===== config.mk =====
export PLATFORM = sky130hd
export DESIGN_NAME = pdp_prl_rx_hr
export DESIGN_NICKNAME = d
export VERILOG_FILES = /design/src/rtl/pdp_pkg.sv /design/src/rtl/pdp_fifo.sv /design/src/rtl/pdp_prl_rx_hr.sv /design/src/rtl/pdp_sync.sv
export VERILOG_INCLUDE_DIRS = /design/src /design/src/rtl
export SDC_FILE = /design/constraint.sdc
export NUM_CORES = 1
export LEC_CHECK = 0
export ABC_AREA = 1
export BUFFER_PORTS_ARGS = -buffer_cell sky130_fd_sc_hd__clkbuf_2
export CAP_MARGIN = 20
export CORE_MARGIN = 4
export CORE_UTILIZATION = 65
export CTS_CLUSTER_DIAMETER = 50
export DETAILED_ROUTE_END_ITERATION = 6
export HOLD_SLACK_MARGIN = 0.1
export PLACE_DENSITY = 0.85
export SYNTH_ARGS = -nofsm -noshare
export SYNTH_HDL_FRONTEND = slang
export SYNTH_SLANG_ARGS = --single-unit

===== constraint.sdc =====
create_clock -name mclk -period 5.8 [get_ports mclk]
set_clock_uncertainty 0.2 [all_clocks]
set_input_delay 0.29 -clock mclk [delete_from_list [all_inputs] [get_ports mclk]]
set_output_delay 0.29 -clock mclk [all_outputs]
set_load 0.01 [all_outputs]

===== src/rtl/pdp_consts.svh =====
// constants for the protocol receive and hard reset block
`ifndef PDP_CONSTS_SVH
`define PDP_CONSTS_SVH
`define PDP_MSGID_W 3
`define PDP_HDR_W 16
`define PDP_MSGID_LSB 9
`define PDP_FIFO_DEPTH 16
`define PDP_FIFO_AW 4
// completion timer, least time in microseconds
`define PDP_HRC_TIME_US 5
`define PDP_CLK_MHZ 250
`define PDP_HRC_CYCLES (`PDP_HRC_TIME_US * `PDP_CLK_MHZ)
`define PDP_TMR_W 12
`define PDP_MSGID_RST 3'h0
`endif


===== src/rtl/pdp_pkg.sv =====
// types for the protocol receive and hard reset block
package pdp_pkg;
    typedef enum logic [2:0] {
        RX_WAIT, RX_SEND_ACK, RX_CHECK_ID, RX_STORE_ID, RX_DELIVER
    } pdp_rx_e;
    typedef enum logic [2:0] {
        HR_IDLE, HR_RESET_LAYER, HR_INDICATE, HR_REQUEST, HR_WAIT_PHY,
        HR_PHY_REQUESTED, HR_WAIT_PE, HR_COMPLETE
    } pdp_hr_e;
endpackage


===== src/rtl/pdp_fifo.sv =====
// flop based fifo with valid and ready on both sides
module pdp_fifo #(
    parameter int WIDTH = 16,
    parameter int DEPTH = 16,
    parameter int AW = 4
) (
    input wire logic mclk,
    input wire logic rst,
    input wire logic [WIDTH-1:0] inData,
    input wire logic inValid,
    output logic inReady,
    output logic [WIDTH-1:0] outData,
    output logic outValid,
    input wire logic outReady
);
    logic [WIDTH-1:0] mem [DEPTH];
    logic [AW:0] wrPtr_r;
    logic [AW:0] rdPtr_r;
    logic push;
    logic pop;

    // full when pointers differ only in the wrap bit
    assign inReady = (wrPtr_r - rdPtr_r) != (AW+1)'(DEPTH);
    assign outValid = wrPtr_r != rdPtr_r;
    assign outData = mem[rdPtr_r[AW-1:0]];
    assign push = inValid && inReady;
    assign pop = outValid && outReady;

    // storage, no reset needed on data
    always_ff @(posedge mclk) begin
        if (push) begin
            mem[wrPtr_r[AW-1:0]] <= inData;
        end
    end

    // pointers
    always_ff @(posedge mclk or posedge rst) begin
        if (rst) begin
            wrPtr_r <= '0;
            rdPtr_r <= '0;
        end else begin
            if (push) begin
                wrPtr_r <= wrPtr_r + 1'b1;
            end
            if (pop) begin
                rdPtr_r <= rdPtr_r + 1'b1;
            end
        end
    end
endmodule


===== src/rtl/pdp_prl_rx_hr.sv =====
// protocol layer receive path and hard/cable reset sequencer
`include "pdp_consts.svh"
module pdp_prl_rx_hr
    import pdp_pkg::*;
(
    input wire logic mclk,
    input wire logic rst,
    input wire logic isCablePlug,
    input wire logic phyRxValid,
    input wire logic [`PDP_HDR_W-1:0] phyRxHeader,
    input wire logic phyRxIsPing,
    input wire logic phyRxForPlug,
    input wire logic phyAckTaken,
    input wire logic phyDiscardIdle,
    input wire logic phyHardResetSeen,
    input wire logic phyCableResetSeen,
    input wire logic phyResetDone,
    input wire logic peHardResetReq,
    input wire logic peCableResetReq,
    input wire logic peResetDone,
    input wire logic peRxReady,
    output logic phyAckSend,
    output logic [`PDP_MSGID_W-1:0] phyAckMsgId,
    output logic phyResetSend,
    output logic phyResetIsCable,
    output logic phyResetFinished,
    output logic phyResetCancel,
    output logic phyChannelOff,
    output logic txDiscardReq,
    output logic txLayerReset,
    output logic msgIdCounterClear,
    output logic [`PDP_HDR_W-1:0] peRxHeader,
    output logic peRxValid,
    output logic peResetIndicate,
    output logic peResetIsCable,
    output logic peResetRequested,
    output logic plugMsgBlocked
);
    pdp_rx_e rxState_r;
    pdp_hr_e hrState_r;
    logic [`PDP_HDR_W-1:0] rxHeader_r;
    logic rxPing_r;
    logic [`PDP_MSGID_W-1:0] storedId_r;
    logic storedValid_r;
    logic fromPe_r;
    logic isCable_r;
    logic pending_r;
    logic [`PDP_TMR_W-1:0] timer_r;
    logic hardSeen;
    logic cableSeen;
    logic trigger;
    logic [`PDP_MSGID_W-1:0] rxId;
    logic fifoInReady;
    logic fifoInValid;
    logic [`PDP_HDR_W-1:0] fifoOutData;
    logic fifoOutValid;
    logic hrActive;
    logic hrBusy;
    logic fifoOutReady;

    // reset signaling from the line arrives asynchronously
    pdp_sync uSyncHard (
        .mclk(mclk),
        .rst(rst),
        .din(phyHardResetSeen),
        .dout(hardSeen)
    );
    pdp_sync uSyncCable (
        .mclk(mclk),
        .rst(rst),
        .din(phyCableResetSeen),
        .dout(cableSeen)
    );

    // delivered messages queue toward the policy engine
    pdp_fifo #(
        .WIDTH(`PDP_HDR_W),
        .DEPTH(`PDP_FIFO_DEPTH),
        .AW(`PDP_FIFO_AW)
    ) uRxFifo (
        .mclk(mclk),
        .rst(rst),
        .inData(rxHeader_r),
        .inValid(fifoInValid),
        .inReady(fifoInReady),
        .outData(fifoOutData),
        .outValid(fifoOutValid),
        .outReady(fifoOutReady)
    );

    assign rxId = rxHeader_r[`PDP_MSGID_LSB +: `PDP_MSGID_W];
    assign hrBusy = hrState_r != HR_IDLE;
    // plugs never start resets; cable signaling is for plugs only
    // any trigger enters layer reset from any state
    assign trigger = (!isCablePlug && (peHardResetReq || peCableResetReq))
        || hardSeen || (isCablePlug && cableSeen);
    // hard reset silences all traffic; cable reset only plug traffic
    assign hrActive = hrBusy && !isCable_r;
    // deliver stage holds until the queue takes it, stalling receive
    assign fifoInValid = rxState_r == RX_DELIVER;
    // pop only into an empty output stage, so no entry is lost unseen
    assign fifoOutReady = !peRxValid;

    // receive state machine
    always_ff @(posedge mclk or posedge rst) begin
        if (rst) begin
            rxState_r <= RX_WAIT;
        end else if (trigger || hrActive) begin
            rxState_r <= RX_WAIT;
        end else begin
            case (rxState_r)
                RX_WAIT: begin
                    // drop plug traffic while cable reset runs
                    if (phyRxValid && !(hrBusy && phyRxForPlug)) begin
                        rxState_r <= RX_SEND_ACK;
                    end
                end
                RX_SEND_ACK: begin
                    // ack handed over, check id next
                    // discard after idle: take the check path
                    if (phyAckTaken || phyDiscardIdle) begin
                        rxState_r <= RX_CHECK_ID;
                    end
                end
                RX_CHECK_ID: begin
                    // compare only against a stored value
                    if (storedValid_r && storedId_r == rxId) begin
                        rxState_r <= RX_WAIT;
                    end else begin
                        rxState_r <= RX_STORE_ID;
                    end
                end
                RX_STORE_ID: begin
                    rxState_r <= RX_DELIVER;
                end
                RX_DELIVER: begin
                    if (fifoInReady) begin
                        rxState_r <= RX_WAIT;
                    end
                end
                default: begin
                    rxState_r <= RX_WAIT;
                end
            endcase
        end
    end

    // capture of the received header
    always_ff @(posedge mclk or posedge rst) begin
        if (rst) begin
            rxHeader_r <= '0;
            rxPing_r <= 1'b0;
        end else if (rxState_r == RX_WAIT && phyRxValid) begin
            rxHeader_r <= phyRxHeader;
            rxPing_r <= phyRxIsPing;
        end
    end

    // stored id with its own valid flag
    always_ff @(posedge mclk or posedge rst) begin
        if (rst) begin
            storedId_r <= `PDP_MSGID_RST;
            storedValid_r <= 1'b0;
        end else if (trigger) begin
            storedValid_r <= 1'b0;
        end else if (rxState_r == RX_STORE_ID) begin
            storedId_r <= rxId;
            storedValid_r <= 1'b1;
        end
    end

    // receive side outputs
    always_ff @(posedge mclk or posedge rst) begin
        if (rst) begin
            phyAckSend <= 1'b0;
            phyAckMsgId <= '0;
            txDiscardReq <= 1'b0;
            peRxValid <= 1'b0;
            peRxHeader <= '0;
        end else begin
            // ask the PHY for GoodCRC echoing the id
            phyAckSend <= rxState_r == RX_SEND_ACK && !phyAckTaken
                && !phyDiscardIdle && !trigger;
            phyAckMsgId <= rxId;
            // force transmit discard, never for a ping
            txDiscardReq <= rxState_r == RX_CHECK_ID && !trigger
                && !(storedValid_r && storedId_r == rxId) && !rxPing_r;
            // output stage: load when empty, drop for a cycle after accept
            if (!peRxValid && fifoOutValid) begin
                peRxValid <= 1'b1;
                peRxHeader <= fifoOutData;
            end else if (peRxValid && peRxReady) begin
                peRxValid <= 1'b0;
            end
        end
    end

    // hard and cable reset sequencer
    always_ff @(posedge mclk or posedge rst) begin
        if (rst) begin
            hrState_r <= HR_IDLE;
        end else if (trigger) begin
            hrState_r <= HR_RESET_LAYER;
        end else begin
            case (hrState_r)
                HR_IDLE: begin
                    hrState_r <= HR_IDLE;
                end
                HR_RESET_LAYER: begin
                    hrState_r <= fromPe_r ? HR_REQUEST : HR_INDICATE;
                end
                HR_INDICATE: begin
                    hrState_r <= HR_WAIT_PE;
                end
                HR_REQUEST: begin
                    hrState_r <= HR_WAIT_PHY;
                end
                HR_WAIT_PHY: begin
                    if (phyResetDone || timer_r == '0) begin
                        hrState_r <= HR_PHY_REQUESTED;
                    end
                end
                HR_PHY_REQUESTED: begin
                    hrState_r <= HR_WAIT_PE;
                end
                HR_WAIT_PE: begin
                    // hold until the policy engine finishes
                    if (peResetDone) begin
                        hrState_r <= HR_COMPLETE;
                    end
                end
                HR_COMPLETE: begin
                    hrState_r <= HR_IDLE;
                end
                default: begin
                    hrState_r <= HR_IDLE;
                end
            endcase
        end
    end

    // origin and kind of the reset, hard wins if both arrive
    always_ff @(posedge mclk or posedge rst) begin
        if (rst) begin
            fromPe_r <= 1'b0;
            isCable_r <= 1'b0;
        end else if (trigger) begin
            fromPe_r <= !isCablePlug && (peHardResetReq || peCableResetReq);
            isCable_r <= !(hardSeen || (!isCablePlug && peHardResetReq));
        end
    end

    // completion timer, loaded on request, counts down
    always_ff @(posedge mclk or posedge rst) begin
        if (rst) begin
            timer_r <= '0;
        end else if (hrState_r == HR_REQUEST) begin
            timer_r <= `PDP_TMR_W'(`PDP_HRC_CYCLES - 1);
        end else if (hrState_r == HR_WAIT_PHY && timer_r != '0) begin
            timer_r <= timer_r - 1'b1;
        end
    end

    // expiry leaves signaling pending until PE completes
    always_ff @(posedge mclk or posedge rst) begin
        if (rst) begin
            pending_r <= 1'b0;
        end else if (hrState_r == HR_WAIT_PHY && !phyResetDone
            && timer_r == '0) begin
            pending_r <= 1'b1;
        end else if (hrState_r == HR_COMPLETE || trigger) begin
            pending_r <= 1'b0;
        end
    end

    // reset sequencer outputs, one-cycle pulses except levels noted
    always_ff @(posedge mclk or posedge rst) begin
        if (rst) begin
            phyResetSend <= 1'b0;
            phyResetIsCable <= 1'b0;
            phyResetFinished <= 1'b0;
            phyResetCancel <= 1'b0;
            phyChannelOff <= 1'b0;
            txLayerReset <= 1'b0;
            msgIdCounterClear <= 1'b0;
            peResetIndicate <= 1'b0;
            peResetIsCable <= 1'b0;
            peResetRequested <= 1'b0;
            plugMsgBlocked <= 1'b0;
        end else begin
            // clear counter and reset transmit machine
            msgIdCounterClear <= hrState_r == HR_RESET_LAYER;
            txLayerReset <= hrState_r == HR_RESET_LAYER;
            phyResetSend <= hrState_r == HR_REQUEST;
            phyResetIsCable <= isCable_r;
            peResetIsCable <= isCable_r;
            peResetIndicate <= hrState_r == HR_INDICATE;
            // tell PE the PHY was asked
            peResetRequested <= hrState_r == HR_PHY_REQUESTED;
            // tell the PHY the reset is done
            phyResetFinished <= hrState_r == HR_COMPLETE;
            phyResetCancel <= hrState_r == HR_COMPLETE && pending_r;
            // channel off through a hard reset
            phyChannelOff <= hrState_r != HR_IDLE
                && hrState_r != HR_COMPLETE && !isCable_r;
            // cable reset blocks plug traffic only
            plugMsgBlocked <= hrState_r != HR_IDLE
                && hrState_r != HR_COMPLETE && isCable_r;
        end
    end
endmodule


===== src/rtl/pdp_sync.sv =====
// two-stage synchroniser for one level from outside the clock domain
module pdp_sync (
    input wire logic mclk,
    input wire logic rst,
    input wire logic din,
    output logic dout
);
    logic meta_r;

    // first stage is read only by the second
    always_ff @(posedge mclk or posedge rst) begin
        if (rst) begin
            meta_r <= 1'b0;
            dout <= 1'b0;
        end else begin
            meta_r <= din;
            dout <= meta_r;
        end
    end
endmodule


==> metrics.txt <==
Synth warnings=0; Syn Nets=1,249; pwr dens=437 nW/µm²; final wirelength=34,500 µm; Leak Pwr=around 6.1 nW; core area=about 21,000 µm²; Hold Path End=uSyncHard.dout; wl on met1=about 13,000 µm; First DRT Iteration DRCs=1,312; global-route wire length before repair=53,600 µm; Initial DRT Pass Iterations=6; Crit. End Element=flip-flop; CP Data Required Time=5810 ps; CTS tree=built; vias after detailed routing=9,821; share of cells above drive strength 1=14.3%; most frequent cells in the layout=edfxtp_1 (256), nor2_1 (214), nand2_1 (158); CP max FO=22; Clock Path Buffers=3; io pins=64; reg2reg path depth=10; filler instances=1,204; Placer Congestion=0.907; maximum clock rate=229 MHz; Synth Area per Inst=11.7 µm²; Die H=around 160 µm; postcts setup bufs=0; register area share after synthesis=70.0%; headroom to the max-slew limit=27.7%; H-tree lvl count=2; post-synthesis cell type count=32; cell taking the most area after synthesis=edfxtp_1; Final #Nets=1,344; Layout area overhead=14.1%; Clock Sinks=343; Final Cell Area=16,100 µm²; most area-consuming cells after synthesis=edfxtp_1 (55%), dfrtp_1 (15%), nor2_1 (5.7%), nand2_1 (4.2%), o21ai_0 (3.7%); Finish-stage setup viols=0; Seq cells post-synth=343; Peak supply drop=0.000264 V; starting density of the core=66.7%; row cnt=53; initial antenna violation count=0; Root Buffer Master=clkbuf_16; detailed placer's ending HPWL=19,800 µm; FF-to-FF End=uRxFifo.mem[10][2]; CTS Buf Count=35; reg2reg setup slack=1430 ps; leading cell type in the layout, fill and taps excluded=edfxtp_1; Die W=~160 µm; Final Hold Viols=0; synthesized cell area=between 10,000 and 15,000 µm²; met2 wire len=16,000 µm; hold crit path type=flip-flop to flip-flop; ant diodes=0; Fin Setup TNS=0 ps; die area=24,100 µm²; Max-cap violations=0; Tmin final=about 4400 ps; GRT Util Overall=28.8%; routed vias/inst=6.13; DR DRC count=0; final antenna-violating net count=0; cell count after synthesis=1,207; crit path DAT=4380 ps; met3 wire length=between 3000 and 4000 µm; largest net degree at the start of global routing=between 90 and 100; Worst-Margin Slew=roughly 1100 ps; Final Core Density=76.1%; max-slew violations=0; post-synth top area share=between 50% and 60%; status=completed; critical path class=flip-flop to flip-flop; unrepaired setup endpoints after global routing=false; Critical Path Start Type=flip-flop; reg2reg start=uRxFifo.rdPtr_r[2]; PortBufs=63; total grt overflow=0; Hold Crit Depth=0; routed length per instance=21.5 µm; fin crit share=75.4%; Worst Min Path Start=uSyncHard.meta_r; vias in the first global route=9,637; placed cell area=14,600 µm²; Worst-Skew Late Latency=500 ps; CTS clk-pin slew, worst paths=60 ps; Top Metal Used=met4
==> Yosys cell counts <==
| cell type | n |
|---|---|
| nor2_1 | 214 |
| clkinv_1 | 1 |
| nand4_1 | 7 |
| dfrtp_1 | 87 |
| nor3_4 | 1 |
| nor2_2 | 4 |
| buf_2 | 23 |
| xor2_1 | 8 |
| ha_1 | 11 |
| clkbuf_1 | 16 |
| inv_2 | 4 |
| xnor2_1 | 6 |
| o211ai_1 | 32 |
| a21oi_1 | 45 |
| buf_6 | 7 |
| nand2_2 | 4 |
| nand2_1 | 158 |
| o21ai_0 | 104 |
| o21ai_1 | 9 |
| nor4_1 | 1 |
| nand3_1 | 92 |
| inv_1 | 54 |
| buf_1 | 1 |
| nor3_1 | 23 |
| o22ai_1 | 1 |
| mux2_2 | 18 |
| edfxtp_1 | 256 |
| o21a_1 | 1 |
| buf_4 | 11 |
| or2_1 | 1 |
| nor2_4 | 4 |
| o21ai_2 | 3 |
==> state kept, by name, summed over array words and instances (netlist names), 5 cells and up <==
name             cells
uRxFifo.wrPtr_r      5
rxHeader_r          16
uRxFifo.mem        256
peRxHeader          16
timer_r             12
uRxFifo.rdPtr_r      5
==> worst max path at each step <==
stage | startpoint | to | slack (ps) | cells after the start
after floorplan | uRxFifo.rdPtr_r[3] | uRxFifo.mem[0][0] | 2210 | 12
after global placement | uRxFifo.rdPtr_r[2] | uRxFifo.mem[10][1] | 1440 | 11
after detailed placement | uRxFifo.rdPtr_r[2] | uRxFifo.mem[11][3] | 1380 | 10
after CTS | uRxFifo.rdPtr_r[2] | uRxFifo.mem[11][13] | 1270 | 9
after global routing | uRxFifo.rdPtr_r[2] | uRxFifo.mem[10][2] | 1230 | 12
final | uRxFifo.rdPtr_r[2] | uRxFifo.mem[10][2] | 1430 | 10
==> repair_timing <==
item,4_1_cts,5_1_grt
gates resized for setup,0,0
hold buffers,33,0
endpoints found under the hold margin,45,0
endpoints found under the setup margin,0,0
==> cell families after synthesis <==
family | synth area share (%)
AOI/OAI and AO/OA | 7.60
xor gates and xnor gates | 0.870
adders and majority gates | 0.976
buffers and inverters | 3.98
DFF | 70.0
muxes | 1.44
and+or+nand+nor | 15.2
==> through the flow <==
stage	std cells	hold WS (ps)	worst slack, ps	power, mW
after global routing	1602	159	1230	7.36
after CTS	1596	153	1270	7.00
after floorplan	1207	121	2210	4.32
final	1602	154	1430	7.04
after global placement	1500	15.1	1440	4.81
after detailed placement	1501	25.9	1380	4.87
==> area by class of cell <==
type                            instances  area, µm²  share of cell area [%]
Clock buffer                           46        990                    6.15
Inverter                               59        225                    1.40
Sequential cell                       343       9870                    61.3
Clock inverter                         16       93.8                   0.583
Timing Repair Buffer                  116        822                    5.11
Tap cell                              275        344                    2.14
Multi-Input combinational cell        747       3750                    23.3
==> routing by layer <==
metal	vias up	track usage, %
li1	4397	-
met1	4730	40.4
met2	587	44.0
met3	107	6.93
met4	0	12.0
met5	-	0
==> critical path, stage by stage, from the launching register on <==
cell,delay [ps]
dfrtp_1,870
clkinv_1,710
ha_1,620
or2_1,140
nand3_1,90
nand2_1,110
nor2_2,50
nand2_2,90
nand2_2,350
nor3_2,610
buf_6,240
==> power breakdown <==
group,internal (mW),switching [mW],total [mW]
registers,2.80,0.268,3.07
logic,0.563,1.30,1.87
clock network,1.21,0.892,2.10
Note: power is estimated with default switching activity, not from simulation.
